[config.mk]
export PLATFORM = sky130hd
export DESIGN_NAME = logic_cell_gate_input_select
export DESIGN_NICKNAME = d
export VERILOG_FILES = /design/src/verilog/gate_select_pkg.sv /design/src/verilog/data_selector.sv /design/src/verilog/gate_or.sv /design/src/verilog/logic_cell_gate_input_select.sv
export SDC_FILE = /design/constraint.sdc
export NUM_CORES = 1
export LEC_CHECK = 0
export BUFFER_PORTS_ARGS = -buffer_cell sky130_fd_sc_hd__buf_4
export CAP_MARGIN = 5
export CORE_ASPECT_RATIO = 0.8
export CORE_MARGIN = 2
export CORE_UTILIZATION = 55
export DETAILED_ROUTE_END_ITERATION = 12
export GPL_TIMING_DRIVEN = 0
export MAX_ROUTING_LAYER = met4
export PLACE_DENSITY = 0.84
export SYNTH_ARGS = -nofsm -noshare
export SYNTH_HDL_FRONTEND = slang
export SYNTH_SLANG_ARGS = --single-unit
export TNS_END_PERCENT = 50
[constraint.sdc]
create_clock -name ref_clk -period 4.4 [get_ports ref_clk]
set_input_delay 0.88 -clock ref_clk [delete_from_list [all_inputs] [get_ports ref_clk]]
set_output_delay 0.88 -clock ref_clk [all_outputs]
set_load 0.05 [all_outputs]
[src/verilog/gate_select_pkg.sv]
package gate_select_pkg;

  // Register byte addresses on the Wishbone bus
  localparam logic [3:0] SEL0_ADDR       = 4'h0;
  localparam logic [3:0] SEL1_ADDR       = 4'h4;
  localparam logic [3:0] SEL2_ADDR       = 4'h8;
  localparam logic [3:0] SEL3_ADDR       = 4'hC;
  localparam logic [3:0] GATE1_SEL_ADDR  = 4'h0;
  localparam logic [3:0] GATE2_SEL_ADDR  = 4'h4;
  localparam logic [3:0] STATUS_ADDR     = 4'h8;
  localparam logic [4:0] BANK_GATE_ADDR  = 5'h10;

  // Field layout
  localparam int SRC_W      = 6;
  localparam int SRC_COUNT  = 64;
  localparam int SEL_COUNT  = 4;
  localparam int GSEL_W     = 8;

  // Reset values
  localparam logic [5:0] SRC_SEL_RST  = 6'h00;
  localparam logic [7:0] GATE_SEL_RST = 8'h00;

  // Gate output when nothing is enabled
  localparam logic GATE_IDLE = 1'b0;

endpackage

[src/verilog/data_selector.sv]
`timescale 1ns/1ps
module data_selector
  import gate_select_pkg::*;
(
  // Selection
  input  wire logic [SRC_W-1:0]     srcSel,
  input  wire logic [SRC_COUNT-1:0] srcBus,
  // Outputs
  output logic                      outTrue,
  output logic                      outInv
);

  wire picked = srcBus[srcSel];

  assign outTrue = picked;
  assign outInv  = ~picked;

endmodule

[src/verilog/gate_or.sv]
`timescale 1ns/1ps
module gate_or
  import gate_select_pkg::*;
(
  // Enables, true/inverted pairs interleaved as in the select register
  input  wire logic [GSEL_W-1:0] enables,
  // Selector outputs
  input  wire logic [SEL_COUNT-1:0] selTrue,
  input  wire logic [SEL_COUNT-1:0] selInv,
  // Result
  output logic                      gateOut
);

  logic [GSEL_W-1:0] terms;

  genvar i;
  generate
    for (i = 0; i < SEL_COUNT; i = i + 1) begin : g_term
      assign terms[2*i+1] = enables[2*i+1] & selTrue[i];
      assign terms[2*i]   = enables[2*i] & selInv[i];
    end
  endgenerate

  assign gateOut = (|terms) | GATE_IDLE;

endmodule

[src/verilog/logic_cell_gate_input_select.sv]
// Contract
// - Gate 1 select bit 1 routes the true selector 1 output into gate 1, else excludes it.
// - Gate 2 select bit 7 routes the true selector 4 output into gate 2, else excludes it.
// - Gate 2 select bit 6 routes the inverted selector 4 output into gate 2, else excludes it.
// - Each negated select bit steers the complement of its selector output, independent of the true bit.
// - Each true select bit steers its selector output uninverted, as a separate control.
// - Each selector output is chosen from the cell inputs by a six-bit selection field.
`timescale 1ns/1ps
module logic_cell_gate_input_select
  import gate_select_pkg::*;
(
  // Clock and reset
  input  wire logic                 ref_clk,
  input  wire logic                 srst,
  // Wishbone slave
  input  wire logic                 wb_cyc_i,
  input  wire logic                 wb_stb_i,
  input  wire logic                 wb_we_i,
  input  wire logic [4:0]           wb_adr_i,
  input  wire logic [3:0]           wb_sel_i,
  input  wire logic [31:0]          wb_dat_i,
  output logic      [31:0]          wb_dat_o,
  output logic                      wb_ack_o,
  output logic                      wb_err_o,
  // Cell inputs
  input  wire logic [SRC_COUNT-1:0] cellInputs,
  // Gate outputs
  output logic                      gate_one_out,
  output logic                      gate_two_out
);

  logic [SRC_W-1:0]     srcSel_ff [SEL_COUNT];
  logic [GSEL_W-1:0]    gate1_input_select_ff;
  logic [GSEL_W-1:0]    gate2_input_select_ff;
  logic                 ack_ff;
  logic                 err_ff;
  logic [31:0]          rdat_ff;
  logic                 gateOne_ff;
  logic                 gateTwo_ff;
  logic [SEL_COUNT-1:0] selTrue;
  logic [SEL_COUNT-1:0] selInv;
  logic                 gateOneComb;
  logic                 gateTwoComb;

  // Bus decode: bank 0 holds source selects, bank 1 the gate selects
  wire       req       = wb_cyc_i & wb_stb_i & ~ack_ff & ~err_ff;
  wire       bankGate  = wb_adr_i[4];
  wire [3:0] low       = wb_adr_i[3:0];
  wire       aligned   = (wb_adr_i[1:0] == 2'h0);
  wire       hitSrc    = ~bankGate & aligned;
  wire       hitG1     = bankGate & (low == GATE1_SEL_ADDR);
  wire       hitG2     = bankGate & (low == GATE2_SEL_ADDR);
  wire       hitStat   = bankGate & (low == STATUS_ADDR);
  wire       hitAny    = hitSrc | hitG1 | hitG2 | hitStat;
  wire       wrLane0   = req & wb_we_i & wb_sel_i[0];
  wire [1:0] srcIdx    = wb_adr_i[3:2];

  wire [GSEL_W-1:0] nxt_gate1 = (wrLane0 & hitG1) ? wb_dat_i[7:0] : gate1_input_select_ff;
  wire [GSEL_W-1:0] nxt_gate2 = (wrLane0 & hitG2) ? wb_dat_i[7:0] : gate2_input_select_ff;

  wire [31:0] srcRead   = {26'h0, srcSel_ff[srcIdx]};
  wire [31:0] g1Read    = {24'h000000, gate1_input_select_ff};
  wire [31:0] g2Read    = {24'h000000, gate2_input_select_ff};
  wire [31:0] statRead  = {30'h0, gateTwo_ff, gateOne_ff};
  wire [31:0] nxt_rdat  = hitSrc  ? srcRead :
                          hitG1   ? g1Read  :
                          hitG2   ? g2Read  :
                          hitStat ? statRead : 32'h00000000;

  // Source select registers, one per data selector
  genvar k;
  generate
    for (k = 0; k < SEL_COUNT; k = k + 1) begin : g_src
      wire wrThis = wrLane0 & hitSrc & (srcIdx == 2'(k));
      always_ff @(posedge ref_clk) begin
        if (srst) begin
          srcSel_ff[k] <= SRC_SEL_RST;
        end else if (wrThis) begin
          srcSel_ff[k] <= wb_dat_i[SRC_W-1:0];
        end
      end
      data_selector u_sel (
        .srcSel  (srcSel_ff[k]),
        .srcBus  (cellInputs),
        .outTrue (selTrue[k]),
        .outInv  (selInv[k])
      );
    end
  endgenerate

  always_ff @(posedge ref_clk) begin
    if (srst) begin
      gate1_input_select_ff <= GATE_SEL_RST;
      gate2_input_select_ff <= GATE_SEL_RST;
      ack_ff                <= 1'b0;
      err_ff                <= 1'b0;
      rdat_ff               <= 32'h00000000;
    end else begin
      gate1_input_select_ff <= nxt_gate1;
      gate2_input_select_ff <= nxt_gate2;
      ack_ff                <= req & hitAny;
      err_ff                <= req & ~hitAny;
      rdat_ff               <= (req & ~wb_we_i) ? nxt_rdat : rdat_ff;
    end
  end

  // bit 1 true sel1, bit 3 true sel2, per pair
  gate_or u_gate1 (
    .enables (gate1_input_select_ff),
    .selTrue (selTrue),
    .selInv  (selInv),
    .gateOut (gateOneComb)
  );

  // bit 7 true sel4, bit 6 inverted sel4
  gate_or u_gate2 (
    .enables (gate2_input_select_ff),
    .selTrue (selTrue),
    .selInv  (selInv),
    .gateOut (gateTwoComb)
  );

  // Gate outputs registered so the data outputs are glitch-free
  always_ff @(posedge ref_clk) begin
    if (srst) begin
      gateOne_ff <= GATE_IDLE;
      gateTwo_ff <= GATE_IDLE;
    end else begin
      gateOne_ff <= gateOneComb;
      gateTwo_ff <= gateTwoComb;
    end
  end

  assign gate_one_out = gateOne_ff;
  assign gate_two_out = gateTwo_ff;
  assign wb_dat_o     = rdat_ff;
  assign wb_ack_o     = ack_ff;
  assign wb_err_o     = err_ff;

endmodule

## Word level (Yosys, flattened, before mapping)

Memories as Yosys holds them, arrays and structs flattened.
Cells that the tools add are included.

| cells by class | value |
|---|---|
| add/subtract/negate cells | 0 |
| multiply operators | 0 |
| divide/modulo/power cells | 0 |
| magnitude comparators | 4 |
| equality and inequality tests | 5 |
| shift operators | 0 |
| multiplexer cells | 30 |
| bitwise gates (word level) | 51 |
| reductions and logical operators | 5 |

Operators by type and width:

| operator | number |
|---|---|
| bitwise AND 1 bit | 35 |
| less-than comparator 6 x 7 -> 1 bit (second input constant) | 4 |
| binary-select mux 1 bit (select 6 bit) | 4 |
| two-way mux 6 bit | 4 |
| two-way mux 8 bit | 3 |
| two-way mux 1 bit | 18 |
| OR reduction 8 bit | 2 |
| inverter 1 bit | 9 |
| bitwise OR 1 bit | 7 |
| equality test 2 bit (second input constant) | 2 |
| equality test 4 x 3 -> 1 bit (second input constant) | 1 |
| equality test 4 bit (second input constant) | 1 |
| logical NOT 2 bit | 2 |
| logical NOT 4 bit | 1 |
| equality test 2 x 1 -> 1 bit (second input constant) | 1 |
| two-way mux 2 bit | 1 |

| word-level totals | value |
|---|---|
| register bits after elaboration | 52 |
| bits in latches | 0 |
| RAM bits | 24 |
| ROM bits | 0 |
| bits of input ports | 110 |
| output and inout port bits | 36 |
| logic and storage cells | 103 |
| memories | 1 |

Memories:

| name | words | width | rd ports | clocked after memory_dff | write ports | line | source |
|---|---|---|---|---|---|---|---|
| srcSel_ff | 4 | 6 | 5 | 0 | 4 | logic_cell_gate_input_select.sv:32 | `logic [SRC_W-1:0] srcSel_ff [SEL_COUNT];` |

## Logic depth before layout (Yosys ltp)

| depth | value |
|---|---|
| depth after elaboration | 11 |
| depth in mapped cells | 10 |
| mapped depth without buffers | 7 |

## By module

From an unflattened synthesis, not the netlist that was laid out.

| second synthesis, totals | value |
|---|---|
| cells, all modules | 482 |
| area, all modules | 5362.6 µm² |

By module, submodules not included:

| module | times used | cells each | area each (µm²) | sequential area each (µm²) |
|---|---|---|---|---|
| data_selector | 4 | 57 | 666.9 | 0.0 |
| logic_cell_gate_input_select | 1 | 244 | 2622.5 | 1281.2 |
| gate_or | 2 | 5 | 36.3 | 0.0 |

## Least setup slack after synthesis

No wires, ideal clock.

| timing | value |
|---|---|
| path kind | in2reg |
| from | input port cellInputs[53] |
| to | register gateOne_ff, in the netlist gate_one_out |
| library setup time | 137 ps |
| arrival time | 2650 ps |
| data required time | 4263 ps |
| setup slack | 1613 ps |
| stages on the path | 6 |
| path buffers | 0 |
| path through | mux4_2 -> mux2_2 -> a211oi_1 -> mux2_2 -> a221oi_1 -> a41oi_1 |

| between the ends | value |
|---|---|
| longest elaborated chain between the ends | 5 |
| elaborated cells between the ends (all ways) | 21 |
| classes of those cells | mux: 8; bitwise: 12; reduce/logical: 1 |

RTL lines:

| item | line | source |
|---|---|---|
| from (decl) | logic_cell_gate_input_select.sv:26 | `input wire logic [SRC_COUNT-1:0] cellInputs,` |
| binary-select mux 1 bit (select 6 bit) | data_selector.sv:13 | `wire picked = srcBus[srcSel];` |
| two-way mux 1 bit (implied by the code) | data_selector.sv:13 |  |
| inverter 1 bit | data_selector.sv:16 | `assign outInv = ~picked;` |
| bitwise AND 1 bit | gate_or.sv:20 | `assign terms[2*i] = enables[2*i] & selInv[i];` |
| OR reduction 8 bit * | gate_or.sv:24 | `assign gateOut = (\|terms) \| GATE_IDLE;` |
| to (signal assigned) | logic_cell_gate_input_select.sv:129 | `gateOne_ff <= gateOneComb;` |
| to (decl) | logic_cell_gate_input_select.sv:38 | `logic gateOne_ff;` |

Every way passes the cells marked *; elsewhere a longest branch is shown, timed or not. The select of a mux whose other input is x is not followed.
A chain may end at the register's enable or synchronous reset.

==> results.json <==
{
  "status": "complete, no violations",
  "tns_ns": 0,
  "fillers": 659,
  "area_growth_pct": 21.19,
  "grt_max_degree": 17,
  "vias": 4361,
  "drcViolationCount": 0,
  "grtUsageTotal": 0.3132,
  "total_power_mw": 1.281,
  "grt_pass1_wl_um": 21930,
  "drive_gt1_frac": 0.3849,
  "antenna_found_initial": 0,
  "place_hpwl_um": 11730,
  "ys_async_sr_fraction": 0,
  "grt_pass1_vias": 4041,
  "cts_root_buf": "clkbuf_8",
  "rows": 30,
  "core_region_area_mm2": 0.008558,
  "wl_met2_um": 6433,
  "start_util": 0.5713,
  "synth-seq-cells": 52,
  "gr-total-overflow": 0,
  "cts_made_buffers": 5,
  "postSynthCellCount": 432,
  "min_period_over_period": 0.6727,
  "ctsResizeCount": 0,
  "slew_viol_final": 0,
  "clkTransAtPathRegs_ns": 0.10,
  "whs_ns": 0.5189,
  "gp_congestion": 0.9868,
  "syn_area_mm2": 0.004890,
  "slew_headroom": 0.4425,
  "power.density_mw_per_mm2": 216.1,
  "startpoint_type": "register",
  "rsz0062_at_grt": "false",
  "drv_cap": 0,
  "post_drt_wl_per_cell_um": 21.75,
  "tightest_slew_ns": 0.8299,
  "cts_hold_buf": 0,
  "antenna_cells": 0,
  "fin_util": 0.6924,
  "cts_max_level": 2,
  "setup_violations": 0,
  "hold_path_class": "reg2reg",
  "ys_types": 55,
  "cts_tree": "done",
  "clock_latency_ns": 0.31,
  "routed_wl_um": 14530,
  "ff_latch_area_mm2": 0.001281,
  "drt_iter0_drc": 534,
  "cp-end-kind": "register",
  "synth_ff_type": "dfxtp_1",
  "wl_met1_um": 5991,
  "die_w_um": 109.4,
  "cp_max_fo": 10,
  "fin_crit_ns": 2.960,
  "fmax_mhz": 337.9,
  "viasPerCell": 6.528,
  "met3WireLength_um": 1874,
  "antenna_left": 0,
  "port_buffers": 93,
  "dieArea_mm2": 0.009665,
  "crit_type": "reg2reg",
  "top_layer": "met4",
  "finalNetCount": 665,
  "cts.sinks": 52,
  "yosys_warnings": 0,
  "die_h_um": 88.34,
  "dr.pass1.iters": 5,
  "syn_avg_cell_area_um2": 11.32,
  "pin_count": 146,
  "cp.arrival_ns": 3.14,
  "vdd_ir_drop_max_mv": 0.1817,
  "power.leakage_nw": 2.303,
  "post_cts_buffers": 0,
  "yosysSeqAreaShare": 0.2620,
  "clock_skew_ns": 0.01025,
  "cts_max_path_buffers": 2,
  "multi_input_area_mm2": 0.003257,
  "critPathRequiredTime_ns": 4.58,
  "hold_viol_final": 0,
  "synth-edff-count": 24
}
==> report_power, final <==
group	internal [mW]	switching [mW]
Combinational	0.200	0.221
Sequential	0.517	0.0170
Clock	0.168	0.157
Total	0.885	0.395
==> kinds of logic (layout without fill, tap and decap cells) <==
group | after synthesis | after routing | synth area share
simple gates | 132 | 132 | 0.1374
mux | 118 | 118 | 0.4058
compound gates | 67 | 67 | 0.1044
buf+inv | 62 | 163 | 0.08956
flops | 52 | 52 | 0.2620
other cells | 1 | 24 | 0.0007669
==> flip-flops by register name, summed over array words and instances, names as in the netlist <==
signal                 cells
wb_ack_o                   1
gate_two_out               1
gate2_input_select_ff      8
gate1_input_select_ff      8
gate_one_out               1
wb_dat_o                   8
wb_err_o                   1
srcSel_ff                 24
==> cell usage in the layout (no fill, tap or decap), types with 3 or more instances in the layout <==
cell	instances
mux4_1	5
edfxtp_1	24
nand2_1	22
buf_6	7
nor2_1	46
o2111ai_1	3
mux2i_1	49
mux4_2	57
mux2_2	7
clkbuf_1	13
a22oi_1	4
o211ai_1	5
conb_1	24
a222oi_1	4
inv_1	10
clkbuf_8	9
and3_1	4
nor3_1	5
a221oi_1	5
o21ai_0	8
a2111oi_0	3
and2_1	25
buf_4	118
nand2b_1	3
a211oi_1	10
nand3_1	6
dfxtp_1	28
a21oi_1	5
o22ai_1	5
nor2b_1	10
==> metal layers <==
metal	GRT usage	vias to the layer above
met5	-	-
met4	0.07480	0
met3	0.07437	31
met2	0.4646	325
met1	0.4390	2096
li1	-	1909
==> layout make-up <==
| type | instances | share of cell area |
|---|---|---|
| flip-flops and latches | 52 | 0.2162 |
| well taps | 112 | 0.02365 |
| inverters | 10 | 0.006334 |
| clock buffers | 5 | 0.01161 |
| clock inverters | 3 | 0.007179 |
| multi-input cells | 341 | 0.5496 |
| plain buffers | 52 | 0.06757 |
| repair buffers | 93 | 0.1178 |
==> critical path, cell delays in order (launching register included) <==
cell      delay [ns]
edfxtp_1        0.45
buf_6           0.21
mux4_2          0.54
mux2i_1         0.18
o22ai_1         0.10
a211oi_1        0.45
mux2_2          0.40
a221oi_1        0.34
a41oi_1         0.16
==> cell usage after synthesis, drive strengths merged, types with 3 or more instances <==
cell / number / area [um2]
a22oi: 4 / 30.03
o2111ai: 3 / 26.28
o211ai: 5 / 37.54
a21oi: 5 / 25.02
clkbuf: 17 / 103.9
nand2b: 3 / 18.77
a211oi: 10 / 75.07
mux4: 62 / 1415
nand3: 6 / 30.03
nor3: 6 / 35.03
nand2: 22 / 82.58
o22ai: 5 / 31.28
nor2b: 10 / 62.56
nor2: 46 / 172.7
and2: 26 / 165.2
a222oi: 4 / 40.04
buf: 35 / 296.5
inv: 10 / 37.54
dfxtp: 28 / 560.5
edfxtp: 24 / 720.7
mux2i: 49 / 490.5
o21ai: 8 / 40.04
a221oi: 5 / 43.79
mux2: 7 / 78.83
and3: 4 / 25.02
a2111oi: 3 / 26.28
==> per-stage QoR <==
step	cell area (um2)	cells	setup WS (ns)
finish	5926	668	1.440
global route	5926	668	1.295
CTS	5926	668	1.503
detailed placement	5814	660	1.202
global placement	5814	660	1.226
floorplan	4976	455	1.613
==> worst paths after layout <==
check	start	endpoint	slack (ns)	cells after the start
max reg2reg	srcSel_ff[0][0]	gate_one_out	1.44	8
min	wb_dat_o[2]	wb_dat_o[2]	0.52	2
max	srcSel_ff[0][0]	gate_one_out	1.44	8
min reg2reg	wb_dat_o[2]	wb_dat_o[2]	0.52	2
Power figures use the tool's default switching activity.
